File: config.mk
export PLATFORM = sky130hd
export DESIGN_NAME = afo_regs
export DESIGN_NICKNAME = d
export VERILOG_FILES = /design/src/hw/afo_mem.v /design/src/hw/afo_regs.v
export VERILOG_INCLUDE_DIRS = /design/src /design/src/hw
export SDC_FILE = /design/constraint.sdc
export NUM_CORES = 2
export LEC_CHECK = 0
export BUFFER_PORTS_ARGS = -buffer_cell sky130_fd_sc_hd__buf_2
export CAP_MARGIN = 15
export CORE_AREA = 8 8 365 367
export CTS_BUF_LIST = sky130_fd_sc_hd__clkbuf_16
export CTS_CLUSTER_DIAMETER = 100
export DETAILED_ROUTE_END_ITERATION = 10
export DIE_AREA = 0 0 373 375
export PLACE_DENSITY = 0.71
export REMOVE_ABC_BUFFERS = 1
export SLEW_MARGIN = 20
export SYNTH_ARGS = -nofsm -noshare
export SYNTH_HDL_FRONTEND = slang
export SYNTH_HIERARCHICAL = 1
export SYNTH_SLANG_ARGS = --single-unit
File: constraint.sdc
create_clock -name clk -period 11.5 [get_ports clk]
set_input_delay 2.3 -clock clk [delete_from_list [all_inputs] [get_ports clk]]
set_output_delay 2.3 -clock clk [all_outputs]
set_load 0.01 [all_outputs]
File: src/hw/afo_defines.vh
/*
  Register offsets, field positions, reset values and sizes of the
  sample buffer, knock report and attitude configuration block.
  Assumes it is included by bare name from design files only.
*/
`ifndef AFO_DEFINES_VH
`define AFO_DEFINES_VH

`define AFO_OFF_X_LOW 6'h32
`define AFO_OFF_X_HIGH 6'h33
`define AFO_OFF_Y_LOW 6'h34
`define AFO_OFF_Y_HIGH 6'h35
`define AFO_OFF_Z_LOW 6'h36
`define AFO_OFF_Z_HIGH 6'h37
`define AFO_OFF_BUF_CTRL 6'h38
`define AFO_OFF_BUF_STATE 6'h39
`define AFO_OFF_KNOCK 6'h3a
`define AFO_OFF_ATT_CONF 6'h3b

`define AFO_CTRL_MODE_HI 7
`define AFO_CTRL_MODE_LO 6
`define AFO_CTRL_TRIG_SEL 5
`define AFO_CTRL_CNT_HI 4
`define AFO_CTRL_CNT_LO 0
`define AFO_CTRL_RESET 8'h00

`define AFO_MODE_BYPASS 2'h0
`define AFO_MODE_FILL 2'h1
`define AFO_MODE_CIRC 2'h2
`define AFO_MODE_TRIG 2'h3

`define AFO_STATE_TRIG_BIT 7

`define AFO_ATT_EN_BIT 7
`define AFO_ATT_DZ_HI 6
`define AFO_ATT_DZ_LO 4
`define AFO_ATT_DIM_BIT 3
`define AFO_ATT_DIV_HI 2
`define AFO_ATT_DIV_LO 0
`define AFO_ATT_RESET 8'h00

`define AFO_SRC_DREADY 7
`define AFO_SRC_WMARK 1
`define AFO_SRC_OVR 0

`define AFO_DEPTH 32
`define AFO_ORIENT2_DEFAULT 2'h0
`define AFO_ORIENT3_DEFAULT 3'h0

`define AFO_CMD_READ_BIT 7
`define AFO_CMD_MULTI_BIT 6

`endif

File: src/hw/afo_mem.v
/*
  Sample store: one write port, one read port with registered data.
  Assumes the user never reads and writes the same entry in one cycle.
*/
`timescale 1ns/1ns
`default_nettype none

module afo_mem #(
  parameter WIDTH = 48,
  parameter DEPTH = 32,
  parameter AW = 5
) (
  input wire clk,
  input wire wr_en,
  input wire [AW-1:0] wr_addr,
  input wire [WIDTH-1:0] wr_data,
  input wire rd_en,
  input wire [AW-1:0] rd_addr,
  output reg [WIDTH-1:0] rd_data_q
);

  reg [WIDTH-1:0] mem [0:DEPTH-1];

  always @(posedge clk) begin
    if (wr_en) begin
      mem[wr_addr] <= wr_data;
    end
    if (rd_en) begin
      rd_data_q <= mem[rd_addr];
    end
  end

endmodule // afo_mem

`default_nettype wire

File: src/hw/afo_regs.v
/*
  Axis output bytes, 32-entry sample buffer with four policies, buffer
  status, knock report and attitude interrupt configuration, reached
  over a 4-wire serial register port (clock idles high, sampled on rise).
  Assumes samples, knock events and attitude codes arrive as one-cycle
  pulses on clk; the serial pins are asynchronous and are synchronised.
*/
`timescale 1ns/1ns
`default_nettype none

`include "afo_defines.vh"

module afo_regs #(
  parameter DEPTH = `AFO_DEPTH,
  parameter AW = 5
) (
  input wire clk,
  input wire rst,
  input wire spi_cs_n,
  input wire spi_sclk,
  input wire spi_sdi,
  output reg spi_sdo_q,
  output wire spi_sdo_oe,
  input wire sample_valid,
  input wire [15:0] sample_x,
  input wire [15:0] sample_y,
  input wire [15:0] sample_z,
  input wire [7:0] int_enable,
  input wire [7:0] int_map,
  input wire [4:0] other_src,
  input wire int_source_read,
  input wire sample_rate_register_write,
  input wire measure,
  input wire knock_event,
  input wire [2:0] knock_axes_enable,
  input wire [2:0] knock_sign_in,
  input wire [2:0] knock_first_in,
  input wire attitude_sample,
  input wire attitude2_valid,
  input wire [1:0] attitude2_code,
  input wire attitude3_valid,
  input wire [2:0] attitude3_code,
  output wire [2:0] dead_zone_code,
  output wire [2:0] divisor_code,
  output wire [7:0] attitude_status,
  output wire [7:0] int_source,
  output reg irq_pin_one,
  output reg irq_pin_two
);

  localparam SW = 48;
  localparam [6:0] DEPTH_C = DEPTH;
  localparam [2:0] ST_CMD = 3'b001;
  localparam [2:0] ST_RD = 3'b010;
  localparam [2:0] ST_WR = 3'b100;

  // Serial pins: two flops before use, third stage for edges
  reg [2:0] sclk_s_q;
  reg [1:0] cs_s_q;
  reg [1:0] sdi_s_q;
  reg cs_d_q;
  always @(posedge clk or posedge rst) begin
    if (rst) begin
      sclk_s_q <= 3'h7;
      cs_s_q <= 2'h3;
      sdi_s_q <= 2'h0;
      cs_d_q <= 1'b1;
    end else begin
      sclk_s_q <= {sclk_s_q[1:0], spi_sclk};
      cs_s_q <= {cs_s_q[0], spi_cs_n};
      sdi_s_q <= {sdi_s_q[0], spi_sdi};
      cs_d_q <= cs_s_q[1];
    end
  end
  wire cs_act = ~cs_s_q[1];
  wire sclk_rise = sclk_s_q[1] & ~sclk_s_q[2] & cs_act;
  wire sclk_fall = ~sclk_s_q[1] & sclk_s_q[2] & cs_act;
  wire cs_end = cs_s_q[1] & ~cs_d_q;

  reg [2:0] st_q;
  reg [2:0] bit_q;
  reg [7:0] rx_q;
  reg [7:0] tx_q;
  reg [5:0] addr_q;
  reg multi_q;
  reg axis_read_q;
  reg [7:0] ctrl_q;
  reg [7:0] att_q;
  reg [2:0] ksign_q;
  reg [2:0] kinv_q;
  reg trig_flag_q;
  reg [SW-1:0] out_q;
  reg out_valid_q;
  reg [6:0] cnt_q;
  reg [AW-1:0] wp_q;
  reg [AW-1:0] rp_q;
  reg rd_pend_q;
  reg ovr_q;
  reg att_flag_q;
  reg [2:0] st2_q;
  reg [3:0] st3_q;
  reg pin_sel_d_q;

  wire [1:0] mode = ctrl_q[`AFO_CTRL_MODE_HI:`AFO_CTRL_MODE_LO];
  wire [4:0] level = ctrl_q[`AFO_CTRL_CNT_HI:`AFO_CTRL_CNT_LO];
  wire [SW-1:0] mem_rdata;
  wire [5:0] entries = cnt_q[5:0] + {5'h00, out_valid_q};
  wire byte_done = sclk_rise & (bit_q == 3'h7);
  wire [7:0] rx_byte = {rx_q[6:0], sdi_s_q[1]};

  function [7:0] reg_read;
    input [5:0] a;
    begin
      case (a)
        `AFO_OFF_X_LOW: reg_read = out_q[7:0];
        `AFO_OFF_X_HIGH: reg_read = out_q[15:8];
        `AFO_OFF_Y_LOW: reg_read = out_q[23:16];
        `AFO_OFF_Y_HIGH: reg_read = out_q[31:24];
        `AFO_OFF_Z_LOW: reg_read = out_q[39:32];
        `AFO_OFF_Z_HIGH: reg_read = out_q[47:40];
        `AFO_OFF_BUF_CTRL: reg_read = ctrl_q;
        `AFO_OFF_BUF_STATE: reg_read = {trig_flag_q, 1'b0, entries[5:0]};
        `AFO_OFF_KNOCK: reg_read = {1'b0, ksign_q, 1'b0, kinv_q};
        `AFO_OFF_ATT_CONF: reg_read = att_q;
        default: reg_read = 8'h00;
      endcase
    end
  endfunction

  wire [7:0] rd_byte = reg_read(addr_q);
  wire is_axis = (addr_q >= `AFO_OFF_X_LOW) && (addr_q <= `AFO_OFF_Z_HIGH);
  wire wr_strobe = (st_q == ST_WR) & byte_done;
  wire ctrl_wr = wr_strobe & (addr_q == `AFO_OFF_BUF_CTRL);

  // Serial transaction engine
  always @(posedge clk or posedge rst) begin
    if (rst) begin
      st_q <= ST_CMD;
      bit_q <= 3'h0;
      rx_q <= 8'h00;
      tx_q <= 8'h00;
      addr_q <= 6'h00;
      multi_q <= 1'b0;
      axis_read_q <= 1'b0;
      spi_sdo_q <= 1'b0;
      ctrl_q <= `AFO_CTRL_RESET;
      att_q <= `AFO_ATT_RESET;
    end else if (!cs_act) begin
      st_q <= ST_CMD;
      bit_q <= 3'h0;
      axis_read_q <= 1'b0;
    end else begin
      if (sclk_rise) begin
        rx_q <= rx_byte;
        bit_q <= bit_q + 3'h1;
      end
      if (byte_done) begin
        case (st_q)
          ST_CMD: begin
            addr_q <= rx_byte[5:0];
            multi_q <= rx_byte[`AFO_CMD_MULTI_BIT];
            st_q <= rx_byte[`AFO_CMD_READ_BIT] ? ST_RD : ST_WR;
          end
          ST_RD: begin
            addr_q <= multi_q ? addr_q + 6'h01 : addr_q;
          end
          ST_WR: begin
            if (addr_q == `AFO_OFF_BUF_CTRL) begin
              ctrl_q <= rx_byte;
            end
            if (addr_q == `AFO_OFF_ATT_CONF) begin
              att_q <= rx_byte;
            end
            addr_q <= multi_q ? addr_q + 6'h01 : addr_q;
          end
          default: st_q <= ST_CMD;
        endcase
      end
      // Output byte loads on the falling edge that starts it
      if (sclk_fall && st_q == ST_RD) begin
        if (bit_q == 3'h0) begin
          tx_q <= rd_byte;
          spi_sdo_q <= rd_byte[7];
          if (is_axis) begin
            axis_read_q <= 1'b1;
          end
        end else begin
          tx_q <= {tx_q[6:0], 1'b0};
          spi_sdo_q <= tx_q[6];
        end
      end
    end
  end
  assign spi_sdo_oe = cs_act & (st_q == ST_RD);

  // One level leaves when the burst that touched the axis bytes ends
  wire pop = cs_end & axis_read_q;

  // Buffer datapath
  // No refill while a sample lands: a drop would free the entry being read
  wire rd_issue = ~out_valid_q & (cnt_q != 7'h00) & ~rd_pend_q & ~cs_act & ~sample_valid;
  wire [6:0] cnt_eff = cnt_q - {6'h00, rd_pend_q};
  wire is_full = (cnt_eff == DEPTH_C);
  reg push;
  reg drop;
  reg lost;
  always @* begin
    push = 1'b0;
    drop = 1'b0;
    lost = 1'b0;
    if (sample_valid) begin
      case (mode)
        `AFO_MODE_BYPASS: lost = out_valid_q;
        `AFO_MODE_FILL: begin
          push = ~is_full;
          lost = is_full;
        end
        `AFO_MODE_CIRC: begin
          push = 1'b1;
          drop = is_full;
          lost = is_full;
        end
        `AFO_MODE_TRIG: begin
          if (trig_flag_q) begin
            push = ~is_full;
            lost = is_full;
          end else begin
            push = 1'b1;
            drop = (cnt_eff != 7'h00) & (cnt_eff >= {2'h0, level});
          end
        end
        default: push = 1'b0;
      endcase
    end
  end
  wire [6:0] cnt_next = cnt_q + {6'h00, push} - {6'h00, rd_pend_q} - {6'h00, drop};
  wire [AW-1:0] rp_next = rp_q + {{(AW-1){1'b0}}, rd_pend_q} + {{(AW-1){1'b0}}, drop};

  afo_mem #(
    .WIDTH(SW),
    .DEPTH(DEPTH),
    .AW(AW)
  ) u_mem (
    .clk(clk),
    .wr_en(push),
    .wr_addr(wp_q),
    .wr_data({sample_z, sample_y, sample_x}),
    .rd_en(rd_issue),
    .rd_addr(rp_q),
    .rd_data_q(mem_rdata)
  );

  wire trig_pin = ctrl_q[`AFO_CTRL_TRIG_SEL] ? irq_pin_two : irq_pin_one;
  wire trig_hit = (mode == `AFO_MODE_TRIG) & trig_pin & ~pin_sel_d_q;

  always @(posedge clk or posedge rst) begin
    if (rst) begin
      cnt_q <= 7'h00;
      wp_q <= {AW{1'b0}};
      rp_q <= {AW{1'b0}};
      rd_pend_q <= 1'b0;
      out_q <= {SW{1'b0}};
      out_valid_q <= 1'b0;
      trig_flag_q <= 1'b0;
      ovr_q <= 1'b0;
      pin_sel_d_q <= 1'b0;
    end else begin
      pin_sel_d_q <= trig_pin;
      if (mode == `AFO_MODE_BYPASS) begin
        cnt_q <= 7'h00;
        wp_q <= {AW{1'b0}};
        rp_q <= {AW{1'b0}};
        rd_pend_q <= 1'b0;
        // Holding the stage during a burst keeps the bytes coherent
        if (sample_valid && !cs_act) begin
          out_q <= {sample_z, sample_y, sample_x};
          out_valid_q <= 1'b1;
        end else if (pop) begin
          out_valid_q <= 1'b0;
        end
      end else begin
        cnt_q <= cnt_next;
        rp_q <= rp_next;
        wp_q <= wp_q + {{(AW-1){1'b0}}, push};
        rd_pend_q <= rd_issue;
        if (rd_pend_q) begin
          out_q <= mem_rdata;
          out_valid_q <= 1'b1;
        end else if (pop) begin
          out_valid_q <= 1'b0;
        end
      end
      // Trigger in the same cycle as a control write is kept
      if (trig_hit) begin
        trig_flag_q <= 1'b1;
      end else if (ctrl_wr) begin
        trig_flag_q <= 1'b0;
      end
      if (lost) begin
        ovr_q <= 1'b1;
      end else if (pop) begin
        ovr_q <= 1'b0;
      end
    end
  end

  // Watermark is a level, so it clears as reads drain the buffer below a nonzero level; a level of 0 holds it set
  wire wmark = (level == 5'h00) |
    ((mode != `AFO_MODE_BYPASS) & (entries >= {1'b0, level}));

  // Knock report, one slice per axis (x is the top bit)
  genvar gi;
  generate
    for (gi = 0; gi < 3; gi = gi + 1) begin : g_knock
      always @(posedge clk or posedge rst) begin
        if (rst) begin
          ksign_q[gi] <= 1'b0;
          kinv_q[gi] <= 1'b0;
        end else if (knock_event) begin
          if (knock_axes_enable[gi]) begin
            ksign_q[gi] <= knock_sign_in[gi];
          end
          kinv_q[gi] <= knock_axes_enable[gi] & knock_first_in[gi];
        end
      end
    end
  endgenerate

  // Attitude status and interrupt
  wire att_en = att_q[`AFO_ATT_EN_BIT] & int_enable[`AFO_SRC_OVR];
  wire att_reset = sample_rate_register_write | ~measure;
  wire chg2 = attitude2_valid & (attitude2_code != st2_q[1:0]);
  wire chg3 = attitude3_valid & (attitude3_code != st3_q[2:0]);
  wire att_fire = attitude_sample & (att_q[`AFO_ATT_DIM_BIT] ? chg3 : chg2);
  always @(posedge clk or posedge rst) begin
    if (rst) begin
      st2_q <= {1'b0, `AFO_ORIENT2_DEFAULT};
      st3_q <= {1'b0, `AFO_ORIENT3_DEFAULT};
      att_flag_q <= 1'b0;
    end else if (att_reset) begin
      st2_q <= {1'b0, `AFO_ORIENT2_DEFAULT};
      st3_q <= {1'b0, `AFO_ORIENT3_DEFAULT};
      att_flag_q <= 1'b0;
    end else begin
      if (attitude_sample) begin
        // Dead zone: an invalid code leaves the last orientation in place
        st2_q <= attitude2_valid ? {1'b1, attitude2_code} : {1'b0, st2_q[1:0]};
        st3_q <= attitude3_valid ? {1'b1, attitude3_code} : {1'b0, st3_q[2:0]};
      end
      if (!att_en) begin
        att_flag_q <= 1'b0;
      end else if (att_fire) begin
        att_flag_q <= 1'b1;
      end else if (int_source_read) begin
        att_flag_q <= 1'b0;
      end
    end
  end
  assign attitude_status = {1'b0, st2_q[2], st2_q[1:0], st3_q[3], st3_q[2:0]};
  assign dead_zone_code = att_q[`AFO_ATT_DZ_HI:`AFO_ATT_DZ_LO];
  assign divisor_code = att_q[`AFO_ATT_DIV_HI:`AFO_ATT_DIV_LO];

  assign int_source = {out_valid_q, other_src, wmark,
    att_q[`AFO_ATT_EN_BIT] ? att_flag_q : ovr_q};

  wire [7:0] active = int_source & int_enable;
  always @(posedge clk or posedge rst) begin
    if (rst) begin
      irq_pin_one <= 1'b0;
      irq_pin_two <= 1'b0;
    end else begin
      irq_pin_one <= |(active & ~int_map);
      irq_pin_two <= |(active & int_map);
    end
  end

endmodule // afo_regs

`default_nettype wire

Word level (Yosys, flattened, before mapping). Memory sizes are Yosys's and may differ from the RTL's. A register that Yosys moved wholly into a read port is not among the register bits. Index checks and enable logic that the tools add are counted.

Bits in registers: 139. Bits in writable memories: 1536. Input bits: 96. Output and inout port bits: 26. Memories: 1.

Memory list: u_mem.mem (words 32, width 48, rd ports 1, clocked after Yosys merged registers in 1, wr ports 1, line afo_mem.v:22) `reg [WIDTH-1:0] mem [0:DEPTH-1];`.

Add/sub/neg operators: 10. $lt $le $gt $ge: 4. Equality and inequality tests: 24. Multiplexer cells: 54. Bitwise gates (word level): 41. Reductions and logical operators: 39.

Operators by type and width (count): 48-bit 2-to-1 mux (3); 8-bit case mux with 10 select lines (1); 6-bit equality test (second input constant) (10); 1-bit 2-to-1 mux (29); 2-bit nonzero test (13); 1-bit AND (25); 8-bit AND (3); 3-bit 2-to-1 mux (8); 7-bit by 1-bit subtractor with 7-bit output (3); 2-bit AND reduction (9); 8-bit OR reduction (2); 5-bit by 1-bit adder with 5-bit output (3); 7-bit 2-to-1 mux (2); 7-bit nonzero test (2); 4-bit 2-to-1 mux (3); 6-bit case mux with 2 select lines (1); 4-bit AND reduction (3); 5-bit 2-to-1 mux (2); 1-bit inverter (10); 8-bit inverter (1); 7-bit by 1-bit adder with 7-bit output (1); 7-bit by 6-bit equality test with 1-bit output (second input constant) (1); 7-bit by 5-bit greater-or-equal comparator with 1-bit output (1); 6-bit by 1-bit adder with 6-bit output (1); 25 further kinds (35).

Depth between registers and ports, before layout.
Depth in word-level cells: 10. Depth in mapped cells: 20. Depth with buffers taken out: 20.

Modules after synthesis. Netlist, hierarchy kept.

By module, submodules not included: afo_mem (instances 1, cells each 3364, area each 61205.0 µm², seq. area each 47565.6 µm²); afo_regs (instances 1, cells each 819, area each 8135.3 µm², seq. area each 3487.1 µm²).

Worst setup path before layout. OpenSTA, ideal clock, no wires.

Kind: input port to flip-flop. From: input sample_valid. To: memory u_mem.mem[12][0], enable pin. Data arrival time: 5342 ps. Required time: 11046 ps. Slack: 5705 ps. Cell stages on the path: 6. Cell sequence: nand2b_1 > nor2_1 > o31a_1 > or3b_2 > clkbuf_1 > nor2_1.

Cells in the longest elaborated chain, start to end: 3.

Ends and longest elaborated chain: from (decl) (line afo_regs.v:24) `input wire sample_valid,`; 1-bit 2-to-1 mux (line afo_regs.v:211) `if (sample_valid) begin`; net push (line afo_regs.v:204) `reg push;`; 1-bit 2-to-1 mux (line afo_mem.v:25) `if (wr_en) begin`; 1-bit 2-to-1 mux (implied by the code) (line afo_mem.v:26) `mem[wr_addr] <= wr_data;`; to (decl) (line afo_mem.v:22).

The timed path passes the listed nets, and every way through them passes these cells.

Worst setup path in the final report.
From: register out_valid_q. To: output int_source[1].

Cells in the longest elaborated chain, start to end: 4.

Ends and longest elaborated chain: from (decl) (line afo_regs.v:93) `reg out_valid_q;`; from (signal assigned) (line afo_regs.v:263) `out_valid_q <= 1'b0;`; from (signal assigned) (line afo_regs.v:277) `out_valid_q <= 1'b1;`; from (signal assigned) (line afo_regs.v:279) `out_valid_q <= 1'b0;`; 6-bit by 1-bit adder with 6-bit output (line afo_regs.v:107) `wire [5:0] entries = cnt_q[5:0] + {5'h00, out_valid_q};`; 6-bit by 5-bit greater-or-equal comparator with 1-bit output (line afo_regs.v:309) `` ((mode != `AFO_MODE_BYPASS) & (entries >= {1'b0, level})); ``; 1-bit AND (line afo_regs.v:309); 1-bit OR (line afo_regs.v:308) `wire wmark = (level == 5'h00) |`; to (decl) (line afo_regs.v:46) `output wire [7:0] int_source,`.

Every way passes these cells.

==> results <==
- The run finished with clean final reports.
- At the end of the flow, the number of nets in the layout was 4437.
- The maximum level of the CTS H-tree is 4.
- After floorplanning, the core was sized to cover 127000 um^2.
- The final-layout fill cell count is 9078.
- Between clock sinks in the finished design, the worst skew comes to 0.03133 ns.
- The cell row count is 131.
- The port buffer count is 120.
- The number of enable flip-flop cells after synthesis is 1584.
- In this run the register-to-register setup slack is 6.94 ns.
- For this block, the initial DRC count from the detailed router was 4387.
- The largest total area in the synthesized netlist belongs to edfxtp_1.
- After clock tree synthesis, the clock-pin slew on the worst setup and hold paths is 0.07 ns.
- The overall track demand over capacity in global routing is 0.2377.
- The transition time at the pin with the least slew margin is 1.203 ns.
- The initial utilization of the core area, before any placement, comes to 0.5459.
- The critical path required time is 9.20 ns.
- The number of setup buffers added after CTS is 0.
- The startpoint identified for the worst register-to-register timing path is cnt_q[2]$_DFF_PP0_.
- The clock reaches the later pin of the worst-skew pair after 0.81 ns.
- Dividing total power by cell area gives a power density of 163.2 nW/um^2.
- The post-DP HPWL is 98230 um.
- Among all flip-flop cells after synthesis, the most frequent one is edfxtp_1.
- The overflow left after global routing is 0.
- The number of violations of the max-capacitance limit is 0.
- Once placement completed, the tool counted placed cells totaling 5783.
- The min-delay analysis places its worst path in the category flop to flop.
- The number of failing hold endpoints at the final stage is 0.
- The sequential area share after synthesis is 0.7363.
- The number of global-route vias before repair is 36820.
- The floorplan step defined a die boundary enclosing 139900 um^2.
- Once layout is complete, the cells apart from fillers number 6107.
- Setup repair after global routing left no endpoint under its margin.
- The number of slew-limit violations in the final report is 0.
- The average cell area after synthesis is 16.58 um^2.
- From bottom edge to top edge, the die measures 375 um.
- The detailed router placed 38090 vias in this run.
- For this run, the top clock speed supported by timing is 0.1871 GHz.
- The number of antenna-violating nets in the routed design is 0.
- STA classifies the critical path startpoint as a flop.
- The netlist area before placement is 69340 um^2.
- The number of instances in the synthesized netlist is 4183.
- The top-area cell type share of the netlist area is 0.6860.
- The post-layout minimum cycle time is 5.344 ns.
- The relative slew slack is 0.1982.
- The number of cells traversed by the worst hold path is 0.
- The width of the die is 373 um.
- The path with the worst hold slack has its endpoint at sclk_s_q[1]$_DFF_PP1_.
- For this design the top-level I/O count stands at 122.
- The warning count from the yosys run is 6.
- Ranked by total cell area, the synthesized netlist is headed by edfxtp_1 (69%), mux2i_1 (12%), dfrtp_1 (4.8%), a22oi_1 (1.6%), nand3_1 (1.4%).
- The fraction of synthesis flops using an asynchronous set or reset pin is 0.08067.
- Of the cells placed in the final design, the portion with a size suffix greater than 1 is 0.1169.
- The global-route wire length before repair is 249000 um.
- The worst-path maximum fanout is 7.
- The highest ir drop seen on vdd is 167.4 uV.
- The end of the worst register-to-register path is u_mem/mem[7][41]$_DFFE_PP_.
- The unique cell type count in the Yosys netlist is 78.
- The post-detailed-route wirelength per cell is 28.02 um.
- The number of gates given a new drive strength after cts is 0.
- The overall power is 12.55 mW.
- The number of detailed-routing iterations run before antenna repair is 6.
- Entering global routing, the biggest net connects 148 pins.
- The initial antenna violation count is 7.
- TritonCTS built the clock tree.
- The clock drives 1723 sinks.
- The worst hold path startpoint is sclk_s_q[0]$_DFF_PP1_.
- Data arrives at the worst endpoint at 3.04 ns.
- The signed area change from the synthesized netlist to the final layout is 10.88%.
- In this run, post-CTS hold repair placed 0 buffers.
- For this run, the share of the core covered by cells in the final layout is 0.6052.
- In this run, synthesis produced a sequential element count of 1723.
- The leakage dissipation is 24.67 nW.
- The critical path capture point type is a primary output.
- In this run, CTS created clock tree buffers numbering 173.
- The via count normalized by instance count is 6.236.
- For the worst flop-to-flop path, the logic depth is 10.
- In the finished design, the share of the clock period the worst path needs comes to 0.4647.
- For this run, design rule violations remaining after detail routing come to 0.
- The total detailed-routing wirelength is 171100 um.
- The total of endpoints with negative setup slack in the final report is 0.
- Routability-driven placement finished with a final weighted congestion of 0.8729.
- Clock tree synthesis selected as its root buffer the cell clkbuf_16.
- No sink is reached through more buffers than the 3 on the longest clock path.
- The kind of critical path is flop to primary output.
registers in the layout, summed over array words and instances (netlist names), 5 cells and up:
name             flops
addr_q               6
att_q                8
cnt_q                7
ctrl_q               8
out_q               48
rp_q                 5
rx_q                 7
tx_q                 7
u_mem/mem         1536
u_mem/rd_data_q     48
wp_q                 5
cells in the mapped netlist (all sizes together) (27+ instances only):
library cell  instances
a21oi               175
a22o                102
a22oi               148
a31oi                56
buf                 163
clkbuf               85
dfrtp               132
edfxtp             1584
ha                   42
inv                  34
mux2                 27
mux2i               822
nand2               228
nand3               194
nor2                 69
nor3                 63
o21ai                64
cells in the final DEF, fill, tap and decap left out, types with 6 or more instances in the layout:
cell type  instances
dfrtp_1          131
nor3_1            63
xor2_1            14
nand2b_1           8
buf_4             60
o22ai_1           10
a31oi_1           56
nand2_1          225
a22o_1           102
bufinv_16         13
and2_1             8
a22oi_1          148
nor2_4            34
nand3b_1           8
and3_1            14
a21oi_1          174
nand4_1           11
mux2_4            15
clkinv_2          30
clkinv_1          44
mux2_2            12
nor2b_1           19
buf_2            120
dfstp_2            7
nand3_1          194
o21ai_0           61
clkinv_8           8
nor2_1            35
ha_1              41
buf_12             6
mux2i_1          822
clkbuf_16        177
edfxtp_1        1584
xnor2_1           14
inv_1             70
metrics by stage:
stage / area, um^2 / hold WS (ns) / setup slack, ns / setup TNS [ns]
CTS: 76870 / 0.3473 / 6.133 / 0
finish: 76880 / 0.3544 / 6.156 / 0
detailed placement: 71350 / 0.3530 / 5.976 / 0
global route: 76870 / 0.3549 / 6.002 / 0
global placement: 71350 / 0.3363 / 6.041 / 0
floorplan: 67780 / 0.3312 / -14.77 / -712.31
how the worst max path moves through the flow:
stage               depth (start not counted)                         end             startpoint
floorplan                                   2           rp_q[0]$_DFF_PP0_      rp_q[0]$_DFF_PP0_
global placement                            7  u_mem/mem[7][15]$_DFFE_PP_           sample_valid
detailed placement                          7  u_mem/mem[7][15]$_DFFE_PP_           sample_valid
CTS                                         8               int_source[1]  out_valid_q$_DFF_PP0_
global route                                8               int_source[1]  out_valid_q$_DFF_PP0_
finish                                      8               int_source[1]  out_valid_q$_DFF_PP0_
area by class of cell:
type	count	area (um^2)	area share
Tap cell	1662	2079	0.02705
Clock inverter	143	1089	0.01416
Timing Repair Buffer	186	1171	0.01523
Inverter	34	132.6	0.001725
Antenna cell	4	10.01	0.0001302
Clock buffer	177	4429	0.05761
Sequential cell	1723	51060	0.6641
Multi-Input combinational cell	2178	16910	0.2200
routing by layer:
layer  global-route usage  part of all wire
met5                    0          0.000047
met2               0.3725              0.46
met3              0.05431             0.095
met1               0.3369              0.42
met4              0.06618             0.025
cells by family (layout without fill, tap and decap cells):
logic type      Yosys count  after routing  synth area share
other cells               1              5        0.00005408
xor+xnor                 28             28          0.003537
simple gates            658            658           0.04596
fa+ha+maj                45             45          0.008445
flops                  1723           1723            0.7363
compound gates          597            597           0.05751
buf+inv                 282            540           0.02438
mux                     849            849            0.1239
critical path, cell delays in order, from the launching register on:
cell and delay, ns:
dfrtp_1 0.46, ha_1 0.27, ha_1 0.30, ha_1 0.28, a21o_1 0.16, a211o_1 0.33, a21oi_1 0.16, o22ai_1 0.10
buf_2 0.18
power by group:
part	internal, mW	switching (mW)	total (mW)
clock network	3.09	2.33	5.42
registers	6.87	0.0454	6.92
logic	0.0443	0.162	0.206
total	10.0	2.54	12.5
Power figures use the tool's default switching activity.
